===== src/osl_map.svh =====
// Offsets, field positions, reset values and timing counts of the optical status logic.
`ifndef OSL_MAP_SVH
`define OSL_MAP_SVH

`define OSL_STATUS_OFFSET 8'h6E
`define OSL_BIT_DIS_STATE 7
`define OSL_BIT_SOFT_DIS 6
`define OSL_BIT_TX_FAULT 2
`define OSL_BIT_SIG_LOST 1
`define OSL_STATUS_RESET 8'h00
`define OSL_UNMAPPED_READ 8'h00
`define OSL_CLK_MHZ 200
`define OSL_LOCK_TIME_US 500
`define OSL_LOCK_CNT_W 17

`endif


===== src/osl_pkg.sv =====
// Types shared by the optical status logic modules.
`default_nettype none
package osl_pkg;
  typedef struct packed {
    logic fault;
    logic dis_prev;
    logic soft_dis;
    logic laser_en;
    logic los;
    logic fault_oe;
    logic cdr_en;
    logic [7:0] rdata;
    logic rvalid;
  } osl_state_t;

  typedef struct packed {
    logic [16:0] cnt;
    logic done;
  } osl_timer_t;
endpackage
`default_nettype wire


===== src/osl_top.sv =====
// Status and control logic of a pluggable optical module.
// Operation
// - Laser fault raises fault output, laser off.
// - Fault output low normal, high on fault.
// - Fault stays latched after condition disappears.
// - Only shutoff toggle or power cycle clears.
// - Fault mirrored in status byte bit 2.
// - Eye safety monitor disables unsafe transmitter.
// - Clock recovery used only with speed high.
// - Signal lost high when input unusable.
// - Signal lost mirrored in status bit 1.
// - Shutoff high turns optics off.
// - Software shutoff bit ORed with pin.
// - Clock recovery locks within 500 us.
`default_nettype none
`include "osl_map.svh"
module osl_top #(
  parameter int unsigned LOCK_CYCLES = `OSL_LOCK_TIME_US * `OSL_CLK_MHZ
) (
  input wire logic CLK,
  input wire logic RESET,
  input wire logic TX_DISABLE_PIN,
  input wire logic LASER_FAULT,
  input wire logic EYE_UNSAFE,
  input wire logic TRANSITION_OK,
  input wire logic RX_SPEED_PIN,
  input wire logic RX_TRAFFIC_VALID,
  input wire logic [7:0] REG_ADDR,
  input wire logic REG_WR,
  input wire logic REG_RD,
  input wire logic [7:0] REG_WDATA,
  output logic TX_FAULT_O,
  output logic TX_FAULT_OE,
  output logic LASER_ENABLE,
  output logic OPTICAL_SIGNAL_LOST,
  output logic RX_CDR_ENGAGE,
  output logic RX_CDR_LOCKED,
  output logic [7:0] REG_RDATA,
  output logic REG_RVALID
);
  osl_pkg::osl_state_t st;
  osl_pkg::osl_state_t next_st;
  logic fault_set;
  logic fault_clr;
  logic hit;
  logic [7:0] status;

  function automatic logic is_status(logic [7:0] addr);
    return addr == `OSL_STATUS_OFFSET;
  endfunction

  always_comb begin
    next_st = st;
    hit = is_status(REG_ADDR);
    fault_set = LASER_FAULT | EYE_UNSAFE;
    fault_clr = st.dis_prev & ~TX_DISABLE_PIN;
    // latch holds fault; a new fault wins over the clear.
    next_st.fault = fault_set | (st.fault & ~fault_clr);
    next_st.dis_prev = TX_DISABLE_PIN;
    if (REG_WR && hit) begin
      next_st.soft_dis = REG_WDATA[`OSL_BIT_SOFT_DIS];
    end
    next_st.laser_en = ~(TX_DISABLE_PIN | next_st.soft_dis) & ~next_st.fault & ~EYE_UNSAFE;
    next_st.fault_oe = ~next_st.fault;
    next_st.los = ~TRANSITION_OK;
    next_st.cdr_en = RX_SPEED_PIN;
    status = `OSL_STATUS_RESET;
    status[`OSL_BIT_DIS_STATE] = TX_DISABLE_PIN | st.soft_dis;
    status[`OSL_BIT_SOFT_DIS] = st.soft_dis;
    status[`OSL_BIT_TX_FAULT] = st.fault;
    status[`OSL_BIT_SIG_LOST] = st.los;
    next_st.rvalid = REG_RD;
    if (REG_RD) begin
      next_st.rdata = hit ? status : `OSL_UNMAPPED_READ;
    end
  end

  // The shutoff pin resets as high because its pull-up keeps the laser dark until driven.
  always_ff @(posedge CLK or posedge RESET) begin
    if (RESET) begin
      st.fault <= 1'b0;
      st.dis_prev <= 1'b1;
      st.soft_dis <= 1'b0;
      st.laser_en <= 1'b0;
      st.los <= 1'b1;
      st.fault_oe <= 1'b1;
      st.cdr_en <= 1'b0;
      st.rdata <= `OSL_STATUS_RESET;
      st.rvalid <= 1'b0;
    end else begin
      st <= next_st;
    end
  end

  osl_lock_timer #(.LIMIT(LOCK_CYCLES)) lock_timer (
    .clk(CLK),
    .rst(RESET),
    .en(st.cdr_en & RX_TRAFFIC_VALID),
    .done(RX_CDR_LOCKED)
  );

  // The pin only ever sinks; the host pull-up makes the high level.
  assign TX_FAULT_O = 1'b0;
  assign TX_FAULT_OE = st.fault_oe;
  assign LASER_ENABLE = st.laser_en;
  assign OPTICAL_SIGNAL_LOST = st.los;
  assign RX_CDR_ENGAGE = st.cdr_en;
  assign REG_RDATA = st.rdata;
  assign REG_RVALID = st.rvalid;
endmodule // osl_top
`default_nettype wire


===== src/osl_lock_timer.sv =====
// Lock timer for the receive clock recovery stage.
`default_nettype none
`include "osl_map.svh"
module osl_lock_timer #(
  parameter int unsigned LIMIT = `OSL_LOCK_TIME_US * `OSL_CLK_MHZ
) (
  input wire logic clk,
  input wire logic rst,
  input wire logic en,
  output logic done
);
  osl_pkg::osl_timer_t st;
  osl_pkg::osl_timer_t next_st;

  // The count restarts whenever traffic drops, and the lock clears on the clock edge after traffic drops.
  always_comb begin
    next_st = st;
    if (!en) begin
      next_st.cnt = '0;
      next_st.done = 1'b0;
    end else if (!st.done) begin
      if (st.cnt == `OSL_LOCK_CNT_W'(LIMIT - 1)) begin
        next_st.done = 1'b1;
      end else begin
        next_st.cnt = st.cnt + `OSL_LOCK_CNT_W'(1);
      end
    end
  end

  always_ff @(posedge clk or posedge rst) begin
    if (rst) begin
      st <= '0;
    end else begin
      st <= next_st;
    end
  end

  assign done = st.done;
endmodule // osl_lock_timer
`default_nettype wire


===== config.mk =====
export PLATFORM = sky130hd
export DESIGN_NAME = osl_top
export DESIGN_NICKNAME = d
export VERILOG_FILES = /design/src/osl_pkg.sv /design/src/osl_top.sv /design/src/osl_lock_timer.sv
export VERILOG_INCLUDE_DIRS = /design/src
export SDC_FILE = /design/constraint.sdc
export NUM_CORES = 1
export LEC_CHECK = 0
export BUFFER_PORTS_ARGS = -buffer_cell sky130_fd_sc_hd__buf_2
export CORE_ASPECT_RATIO = 1.25
export CORE_MARGIN = 2
export CORE_UTILIZATION = 45
export DETAILED_ROUTE_END_ITERATION = 10
export PLACE_DENSITY = 0.7
export SLEW_MARGIN = 15
export SYNTH_ARGS = -nofsm -noshare
export SYNTH_HDL_FRONTEND = slang
export SYNTH_SLANG_ARGS = --single-unit

===== constraint.sdc =====
create_clock -name CLK -period 3.6 [get_ports CLK]
set_input_delay 0 -clock CLK [delete_from_list [all_inputs] [get_ports CLK]]
set_output_delay 0 -clock CLK [all_outputs]
set_load 0.01 [all_outputs]

* Yosys cells after proc, flatten, opt, wreduce, memory -nomap -nowiden
Cells that the tools add are included.
** Cells by class
- Equality and inequality tests :: 4
- $add $sub $neg :: 1
- Bitwise logic cells :: 15
- Reductions and logical operators :: 2
- Multiplexer cells :: 6
** Operator list (number)
- $mux W18 :: 2
- $add A17 B1 Y17 const B :: 1
- $eq A17 B17 Y1 const B :: 1
- $mux W17 :: 1
- $eq A8 B7 Y1 const B :: 1
- $mux W8 :: 1
- $not A1 Y1 :: 6
- $and A1 B1 Y1 :: 5
- $ne A2 B2 Y1 const B :: 2
- $or A1 B1 Y1 :: 4
- $mux W1 :: 2
- $reduce_and A2 Y1 :: 1
- $logic_and A1 B1 Y1 :: 1
** Word-level totals
- Word-level logic and storage cells :: 39
- Output and inout bits :: 15
- Register bits after elaboration :: 34
- Input bits :: 26

* Logic depth before layout (Yosys ltp)
Gate-level depths: netlist of the first run.
- Word-level depth :: 8
- Depth in mapped cells :: 6
- Mapped depth without buffers :: 5

* Cells and area by module
A second synthesis of the first run with hierarchy kept.
** Second synthesis, totals
- Cells, all modules :: 152
- Area, all modules :: 1544.0 um2
** By module, submodules not included
- osl_lock_timer :: seq. area each 450.4 um2, area an instance 992.2 um2, cells each 101, instances 1
- osl_top :: seq. area each 304.0 um2, area an instance 551.8 um2, cells each 51, instances 1

* Worst setup path before layout of the first run
Ideal clock, no wire load.
- Path type :: reg2reg
- From :: register lock_timer.st[1] (netlist name)
- To :: register lock_timer.st[4] (netlist name)
- Period minus slack after synthesis :: 1839 ps
- Setup slack :: 1761 ps
- Setup time :: 78 ps
- Data required time :: 3522 ps
- Arrival time :: 1761 ps
- Buffers on the path :: 1
- Stages on the path, launching flop included :: 7
- Path through :: dfrtp_1 -> ha_1 -> and4_1 -> and4_1 -> buf_6 -> or4_1 -> a21oi_1
** On the way
- Word-level cells in the longest chain between the ends :: 4
- Elaborated cells on any way between the ends :: 7
- Those cells by class :: add/sub (1); eq/ne (2); mux (3); reduce/logical (1)
** RTL lines
- start: declaration :: RTL line osl_lock_timer.sv:12 : osl_pkg::osl_timer_t st;
- start signal: assignment :: RTL line osl_lock_timer.sv:34 : st <= next_st;
- $add A17 B1 Y17 :: RTL line osl_lock_timer.sv:25 : next_st.cnt = st.cnt + `OSL_LOCK_CNT_W'(1);
- $mux W17 :: RTL line osl_lock_timer.sv:22 : if (st.cnt == `OSL_LOCK_CNT_W'(LIMIT - 1)) begin
- $mux W18 :: RTL line osl_lock_timer.sv:21 : end else if (!st.done) begin
- $mux W18 :: RTL line osl_lock_timer.sv:18 : if (!en) begin
Parallel ways exist; a longest one is shown, timed or not. The select of a mux whose other input is x is not followed.
A chain may end at the register's enable or synchronous reset.

* Final worst setup path of the first run
Ends and elaborated chain as after synthesis.

==> flow_metrics.py, run 1 <==
metrics = {
    "run_status": {
        "status": "complete, no violations",
    },
    "yosys": {
        "yosysTopAreaCell": "dfrtp_1",
        "synth_flop_cell": "dfrtp_1",
        "postSynthAreaPerCell_um2": 9.960,
        "synthTopCellsByArea": "dfrtp_1, dfstp_2, buf_4",
        "yosysUniqueCellTypes": 42,
        "ys_seq_area_share_pct": 50.17,
        "synth_warnings": 0,
        "netlist.area_leader.share_pct": 44.93,
        "synth_edf_count": 0,
        "postSynth.asyncResetShare_pct": 100.0,
        "synth-seq-cells": 30,
        "netlist_instances": 151,
        "synth_area_mm2": 0.001504,
    },
    "power": {
        "total_leakage_power_nw": 0.8154,
        "power_density_mw_per_mm2": 373.2,
        "power_mw": 0.6696,
        "ir_drop_v": 0.0003065,
    },
    "layout": {
        "drive_gt1_share_pct": 25.67,
        "fin_util_pct": 56.17,
        "fin_area_mm2": 0.001794,
        "area_growth_pct": 19.30,
        "layout_common_cells": "buf_2, dfrtp_1, nand2_1, nor2_1",
        "stdcell_count": 224,
        "final_common_cell": "buf_2",
        "num-nets-final": 213,
        "antennaDiodeCount": 0,
    },
    "setup_path": {
        "r2r_cells": 5,
        "rrSetupSlack_ns": 1.61,
        "endpoint": "lock_timer.st[4]",
        "cp_cell_sequence": "ha_1 > and4_1 > and4_1 > or4_1 > a21oi_1",
        "worst_path_max_delay_cell": "or4_1",
        "cpPeakStageDelay_ns": 0.50,
        "cp_max_fo": 11,
        "crit_arrival_ns": 2.18,
        "cpMostUsedCell": "and4_1",
        "r2r_end": "lock_timer.st[4]",
        "crit_start": "lock_timer.st[1]",
        "rr_startpoint": "lock_timer.st[1]",
        "worstPathRequired_ns": 3.80,
        "end_kind": "flip-flop",
        "critical_path_class": "flip-flop to flip-flop",
        "cp-start-kind": "flip-flop",
    },
    "cts": {
        "htreeDepth": 2,
        "numCtsBuffers": 5,
        "cts_tree": "done",
        "worstSkewPairLatency_ns": 0.28,
        "post_cts_buffers": 0,
        "cts_sinks": 30,
        "max-clock-path-buffers": 2,
        "cts_resized": 0,
        "path_clk_slew_ns": 0.06,
        "ctsHoldBuffers": 7,
        "root_buffer": "clkbuf_8",
    },
    "drt": {
        "routedWlPerCell_um": 13.50,
        "drtAntennaViolNets": 0,
        "wl_um": 3025,
        "firstDrtPassIters": 4,
        "drtIter0Drc": 22,
        "vias": 1239,
        "drc_errors": 0,
        "viasPerCell": 5.531,
    },
    "global_route": {
        "gr-usage-met2_pct": 33.48,
        "grt.total_usage_pct": 17.87,
        "grt_max_degree": 31,
        "grt.met1_usage_pct": 17.52,
        "gr-usage-met3_pct": 5.410,
        "grt_pass1_vias": 1212,
        "grt_most_used_layer": "met2",
        "grt.overflow.total": 0,
        "grt_pass1_wl_um": 5154,
        "antenna_found_initial": 0,
    },
    "timing": {
        "rsz0062_at_grt": "no",
        "timing.setup.tns_ns": 0,
        "period_share_pct": 55.23,
        "layout_setup_ws_ns": 1.612,
        "finalHoldViolCount": 0,
        "worst_slew_pin_slew_ns": 0.6175,
        "maxSlewHeadroom_pct": 58.77,
        "holdWs_ns": 0.09109,
        "period_needed_ns": 1.988,
        "fmax_ghz": 0.5030,
        "slew_violations": 0,
        "setup_violations": 0,
        "fin_skew_ns": 0.003718,
    },
    "place": {
        "gp_congestion": 0.8540,
        "placed_area_mm2": 0.001619,
        "numPortBuffers": 28,
        "dp_cells": 208,
        "dp_hpwl_um": 2141,
        "pre_cts_ws_ns": 1.654,
    },
    "flow_run": {
        "maxCapViolCount": 0,
    },
    "floorplanning": {
        "coreArea_mm2": 0.003194,
        "fp.dieH_um": 68.64,
        "start_util_pct": 47.08,
        "fp.dieW_um": 55.71,
        "die_area_mm2": 0.003823,
        "row_count": 23,
        "io_pins": 41,
    },
    "hold_path": {
        "hold_path_class": "primary input to flip-flop",
    },
}
[per-layer routing]
layer | wire [um] | up-vias
li1 | - | 602
met1 | 1210 | 589
met2 | 1581 | 42
met3 | 170 | 6
met4 | 62 | 0
met5 | 0 | -
[Yosys cell counts, drive strengths merged (3+ instances only)]
master and instances:
nand4 4, and3 4, or3 3, nand3 7
a21oi 8, dfrtp 27, and4 3, dfstp 3
o21ai 8, xnor2 3, or4 4, o31ai 4
nand2 13, nand2b 3, nor3 5, buf 10
nor2 11, inv 7
[how the worst min path moves through the flow]
stage | from | end | slack (ns) | depth (start not counted)
floorplan | TX_DISABLE_PIN | st[14] | 0.004 | 0
global placement | RX_SPEED_PIN | RX_CDR_ENGAGE | 0.11 | 1
detailed placement | RX_SPEED_PIN | RX_CDR_ENGAGE | 0.11 | 1
CTS | RESET | st[13] | 0.04 | 2
global route | REG_WR | st[13] | 0.1 | 3
finish | REG_WR | st[13] | 0.09 | 3
[layout make-up]
class | instances | area, um^2
fill | 282 | 1400
tap | 37 | 46.29
timing repair buffer | 36 | 220.2
multi-input combinational | 106 | 651.9
clock buffer | 6 | 82.58
clock inverter | 2 | 12.51
inverter | 7 | 26.28
sequential | 30 | 754.5
[cell families (layout without fill, tap and decap cells)]
group / after synthesis / in the layout / synth area share [%]
AOI/OAI and AO/OA: 27 / 27 / 11.23
xor gates and xnor gates: 5 / 5 / 2.912
adders and majority gates: 1 / 1 / 0.8318
DFF: 30 / 30 / 50.17
muxes: 2 / 2 / 1.414
other: 1 / 5 / 0.2493
buffers and inverters: 19 / 51 / 7.488
and+or+nand+nor: 66 / 66 / 25.71
[state kept, by name, summed over array words and instances, names as in the netlist]
signal,count
lock_timer.done,1
st,3
REG_RVALID,1
LASER_ENABLE,1
RX_CDR_ENGAGE,1
REG_RDATA,4
lock_timer.st,17
TX_FAULT_OE,1
OPTICAL_SIGNAL_LOST,1
[where the power goes]
| group | internal, mW | switching (mW) |
|---|---|---|
| sequential | 0.343 | 0.00288 |
| combinational | 0.0181 | 0.0226 |
| clock | 0.153 | 0.129 |
| total | 0.515 | 0.155 |
[critical path: cells and delay by family (launching register included)]
family,cells,cell delay [ns]
DFF,1,0.42
and+or+nand+nor,3,1.08
adders and majority gates,1,0.24
AOI/OAI and AO/OA,1,0.16
(Power assumes the default switching activity.)
==> run 2: changes to the inputs <==
- PLACE_DENSITY: 0.7 -> 0.73
- clock period: 3.6 -> 1.8 ns (I/O delays scaled with it)
==> flow_metrics.py, run 2 (synthesis gave the netlist of run 1 again) <==
metrics = {
    "setup_path": {
        "cpMostUsedCell": "and4_4",
        "worstPathRequired_ns": 2.00,
        "crit_arrival_ns": 1.95,
        "cp_max_fo": 10,
        "end_kind": "flip-flop",
        "cp-start-kind": "flip-flop",
        "cpPeakStageDelay_ns": 0.47,
        "critical_path_class": "flip-flop to flip-flop",
        "worst_path_max_delay_cell": "or4_1",
        "r2r_cells": 5,
        "cp_cell_sequence": "ha_1 > and4_4 > and4_4 > or4_1 > a21oi_1",
    },
    "timing": {
        "fmax_ghz": 0.5715,
        "slew_violations": 0,
        "setup_violations": 0,
        "period_share_pct": 97.20,
        "fin_skew_ns": 0.003818,
        "rsz0062_at_grt": "yes",
        "period_needed_ns": 1.750,
        "layout_setup_ws_ns": 0.05032,
        "timing.setup.tns_ns": 0,
        "finalHoldViolCount": 0,
    },
    "global_route": {
        "grt_max_degree": 31,
        "grt_pass1_wl_um": 5520,
        "grt.overflow.total": 0,
        "grt_pass1_vias": 1318,
        "grt.total_usage_pct": 19.22,
        "antenna_found_initial": 0,
    },
    "floorplanning": {
        "coreArea_mm2": 0.003194,
        "row_count": 23,
        "io_pins": 41,
        "fp.dieH_um": 68.64,
        "fp.dieW_um": 55.71,
        "start_util_pct": 47.08,
        "die_area_mm2": 0.003823,
    },
    "cts": {
        "htreeDepth": 2,
        "max-clock-path-buffers": 2,
        "cts_tree": "done",
        "root_buffer": "clkbuf_8",
        "worstSkewPairLatency_ns": 0.28,
        "path_clk_slew_ns": 0.06,
        "numCtsBuffers": 5,
        "cts_sinks": 30,
    },
    "power": {
        "power_density_mw_per_mm2": 693.3,
        "ir_drop_v": 0.0006649,
        "total_leakage_power_nw": 0.8933,
    },
    "place": {
        "pre_cts_ws_ns": -0.01095,
        "dp_hpwl_um": 2482,
        "numPortBuffers": 28,
        "gp_congestion": 0.8727,
        "dp_cells": 220,
    },
    "layout": {
        "fin_util_pct": 60.05,
        "layout_common_cells": "buf_2, dfrtp_1, buf_4, nand2_1, nor2_1",
        "antennaDiodeCount": 0,
        "largest_reg_flops": 17,
        "stdcell_count": 238,
        "area_growth_pct": 27.54,
        "regMostFlops": "lock_timer.st",
        "num-nets-final": 227,
        "drive_gt1_share_pct": 33.33,
        "final_common_cell": "buf_2",
    },
    "hold_path": {
        "min_path_cells": 3,
        "hold_path_class": "primary input to flip-flop",
    },
    "drt": {
        "routedWlPerCell_um": 14.20,
        "vias": 1294,
        "viasPerCell": 5.437,
        "drtAntennaViolNets": 0,
        "wl_um": 3380,
        "drc_errors": 0,
        "firstDrtPassIters": 4,
        "drtIter0Drc": 35,
    },
    "flow_run": {
        "maxCapViolCount": 0,
    },
    "run_status": {
        "status": "complete, no violations",
    },
}
==> run 2: cell types whose count changed in the layout (fill, tap and decap cells not counted), moves of 2 or more <==
cell / previous run / this run
dfrtp_1: 27 / 25
dfrtp_2: 0 / 2
and4_4: 0 / 2
buf_4: 0 / 14
and4_1: 3 / 1
==> run 2: metrics by stage <==
step / hold WS [ns] / cell area, um^2 / power, mW
2_1_floorplan: 0.004478 / 1521 / 0.7478
3_3_place_gp: 0.08498 / 1712 / 0.7763
3_5_place_dp: 0.09169 / 1712 / 0.7806
4_1_cts: 0.1008 / 1886 / 1.347
5_1_grt: 0.09848 / 1918 / 1.389
6_report: 0.1122 / 1918 / 1.330
==> run 2: where the power goes <==
part | internal, mW | leakage (nW) | total, mW | switching [mW]
Clock | 0.308 | 0.0482 | 0.549 | 0.241
Combinational | 0.0413 | 0.450 | 0.0891 | 0.0478
Sequential | 0.687 | 0.395 | 0.692 | 0.00506
==> run 2: final cells by class <==
cell class / instances / area, um^2
Fill cell: 288 / 1276
Sequential cell: 30 / 757.0
Multi-Input combinational cell: 106 / 671.9
Timing Repair Buffer: 50 / 325.3
Clock buffer: 7 / 86.33
Tap cell: 37 / 46.29
Inverter: 7 / 26.28
Clock inverter: 1 / 5.005
==> run 2: what timing repair did <==
item | in CTS | in global routing
setup endpoints to repair | 2 | 4
hold endpoints to repair | 39 | 0
hold buffers | 8 | 0
setup buffers | 0 | 2
gates cloned | 0 | 0
pin swaps | 0 | 1
resized for setup | 2 | 5
==> run 2: layer usage <==
| metal | routed length, um | global-route usage [%] | vias to the layer above |
|---|---|---|---|
| li1 | - | - | 632 |
| met1 | 1306 | 18.82 | 620 |
| met2 | 1857 | 36.76 | 33 |
| met3 | 157 | 5.597 | 9 |
| met4 | 58 | 10.67 | 0 |
| met5 | 0 | 0 | - |
==> run 2: worst paths after layout <==
check | from | endpoint | slack, ns
min in group asynchronous | RESET | lock_timer.st[7] | 0.33
worst min-delay path | REG_WR | st[13] | 0.11
worst max-delay path | lock_timer.st[1] | lock_timer.st[5] | 0.05
worst min register to register | OPTICAL_SIGNAL_LOST | REG_RDATA[1] | 0.52
worst max register to register | lock_timer.st[1] | lock_timer.st[5] | 0.05
max in group asynchronous | RESET | TX_FAULT_OE | 1.15
==> run 2: worst max-delay path: cells and delay by family, from the launching register on <==
kind | cells | cell delay (ns)
and+or+nand+nor | 3 | 0.90
DFF | 1 | 0.38
adders and majority gates | 1 | 0.23
AOI/OAI and AO/OA | 1 | 0.15
==> run 3: changes to the inputs <==
- CTS_BUF_LIST: unset -> sky130_fd_sc_hd__clkbuf_8
==> flow_metrics.py, run 3 (synthesis gave the netlist of run 1 again) <==
metrics = {
    "run_status": {
        "status": "complete, no violations",
    },
    "floorplanning": {
        "die_area_mm2": 0.003823,
        "row_count": 23,
        "fp.dieH_um": 68.64,
        "coreArea_mm2": 0.003194,
        "io_pins": 41,
        "fp.dieW_um": 55.71,
        "start_util_pct": 47.08,
    },
    "global_route": {
        "antenna_found_initial": 0,
        "grt.total_usage_pct": 19.22,
        "grt.overflow.total": 0,
        "grt_pass1_wl_um": 5520,
        "grt_pass1_vias": 1318,
        "grt_max_degree": 31,
    },
    "drt": {
        "drtIter0Drc": 35,
        "drc_errors": 0,
        "routedWlPerCell_um": 14.20,
        "viasPerCell": 5.437,
        "drtAntennaViolNets": 0,
        "firstDrtPassIters": 4,
        "vias": 1294,
        "wl_um": 3380,
    },
    "layout": {
        "drive_gt1_share_pct": 33.33,
        "num-nets-final": 227,
        "largest_reg_flops": 17,
        "area_growth_pct": 27.54,
        "final_common_cell": "buf_2",
        "fill_cells": 288,
        "layout_common_cells": "buf_2, dfrtp_1, buf_4, nand2_1, nor2_1",
        "fin_util_pct": 60.05,
        "regMostFlops": "lock_timer.st",
        "antennaDiodeCount": 0,
        "fin_area_mm2": 0.001918,
    },
    "power": {
        "power_density_mw_per_mm2": 690.4,
        "total_leakage_power_nw": 0.8974,
        "power_mw": 1.324,
        "ir_drop_v": 0.0006655,
    },
    "setup_path": {
        "crit_arrival_ns": 1.95,
        "rr_startpoint": "lock_timer.st[1]",
        "rrSetupSlack_ns": 0.05,
        "r2r_end": "lock_timer.st[5]",
        "worstPathRequired_ns": 2.00,
        "cp_max_fo": 10,
        "r2r_cells": 5,
        "critical_path_class": "flip-flop to flip-flop",
        "end_kind": "flip-flop",
        "cp-start-kind": "flip-flop",
    },
    "timing": {
        "period_needed_ns": 1.749,
        "fin_skew_ns": 0.003626,
        "fmax_ghz": 0.5716,
        "layout_setup_ws_ns": 0.05056,
        "finalHoldViolCount": 0,
        "period_share_pct": 97.19,
        "holdWs_ns": 0.1122,
        "rsz0062_at_grt": "yes",
        "setup_violations": 0,
        "slew_violations": 0,
    },
    "place": {
        "gp_congestion": 0.8727,
        "dp_hpwl_um": 2482,
        "pre_cts_ws_ns": -0.01095,
        "placed_area_mm2": 0.001712,
        "numPortBuffers": 28,
    },
    "cts": {
        "numCtsBuffers": 5,
        "max-clock-path-buffers": 2,
        "root_buffer": "clkbuf_8",
        "cts_sinks": 30,
        "path_clk_slew_ns": 0.06,
        "worstSkewPairLatency_ns": 0.28,
        "cts_tree": "done",
        "htreeDepth": 2,
    },
    "hold_path": {
        "hold_end": "st[13]",
        "min_path_cells": 3,
        "hold_start": "REG_WR",
        "hold_path_class": "primary input to flip-flop",
    },
    "flow_run": {
        "maxCapViolCount": 0,
    },
}
-- run 3: cell types whose count changed in the layout (fill, tap and decap cells not counted), sizes merged --
cell / before / now
clkbuf: 7 / 6
inv: 7 / 8
-- run 3: timing repair --
action / CTS / global route
endpoints found under the hold margin: 39 / 0
pin swaps: 0 / 1
endpoints found under the setup margin: 2 / 4
gates cloned: 0 / 0
gates resized for setup: 2 / 5
hold buffers: 8 / 0
setup buffers: 0 / 2
-- run 3: metal layers --
layer	share of wire (%)	global-route usage [%]	up-vias
met5	0	0	-
met4	1.7	10.67	0
met3	4.6	5.597	9
met2	55	36.76	33
met1	39	18.82	620
li1	-	-	632
-- run 3: through the flow --
| stage | instances | setup TNS (ns) |
|---|---|---|
| 3_3_place_gp | 220 | 0 |
| 2_1_floorplan | 155 | 0 |
| 3_5_place_dp | 220 | -0.01749 |
| 5_1_grt | 238 | -0.003245 |
| 4_1_cts | 236 | 0 |
| 6_report | 238 | 0 |
-- run 3: worst max-delay path, cell delays in order, from the launching register on --
cell	delay [ns]
dfrtp_1	0.38
ha_1	0.23
and4_4	0.22
and4_4	0.21
or4_1	0.47
a21oi_1	0.15
-- run 3: how the worst max path moves through the flow --
| stage | startpoint | to | slack, ns | depth (start not counted) |
|---|---|---|---|---|
| detailed placement | lock_timer.st[1] | lock_timer.st[5] | -0.01 | 5 |
| CTS | lock_timer.st[1] | lock_timer.st[5] | 0.06 | 5 |
| finish | lock_timer.st[1] | lock_timer.st[5] | 0.05 | 5 |
| global route | lock_timer.st[1] | lock_timer.st[5] | -0.003 | 5 |
| floorplan | lock_timer.st[1] | lock_timer.st[4] | 0.002 | 6 |
| global placement | lock_timer.st[1] | lock_timer.st[5] | 0.05 | 5 |
-- run 3: final cells by class --
cell class	count	area, um^2	share of cell area, %
clock buffers	6	82.58	4.305
clock inverters	2	8.758	0.4566
multi-input cells	106	671.9	35.03
well taps	37	46.29	2.414
flip-flops and latches	30	757.0	39.47
inverters	7	26.28	1.370
repair buffers	50	325.3	16.96
-- run 3: report_power, final --
group | total [mW] | internal, mW | switching [mW]
Sequential | 0.692 | 0.687 | 0.00506
Clock | 0.543 | 0.302 | 0.241
Combinational | 0.0891 | 0.0413 | 0.0478
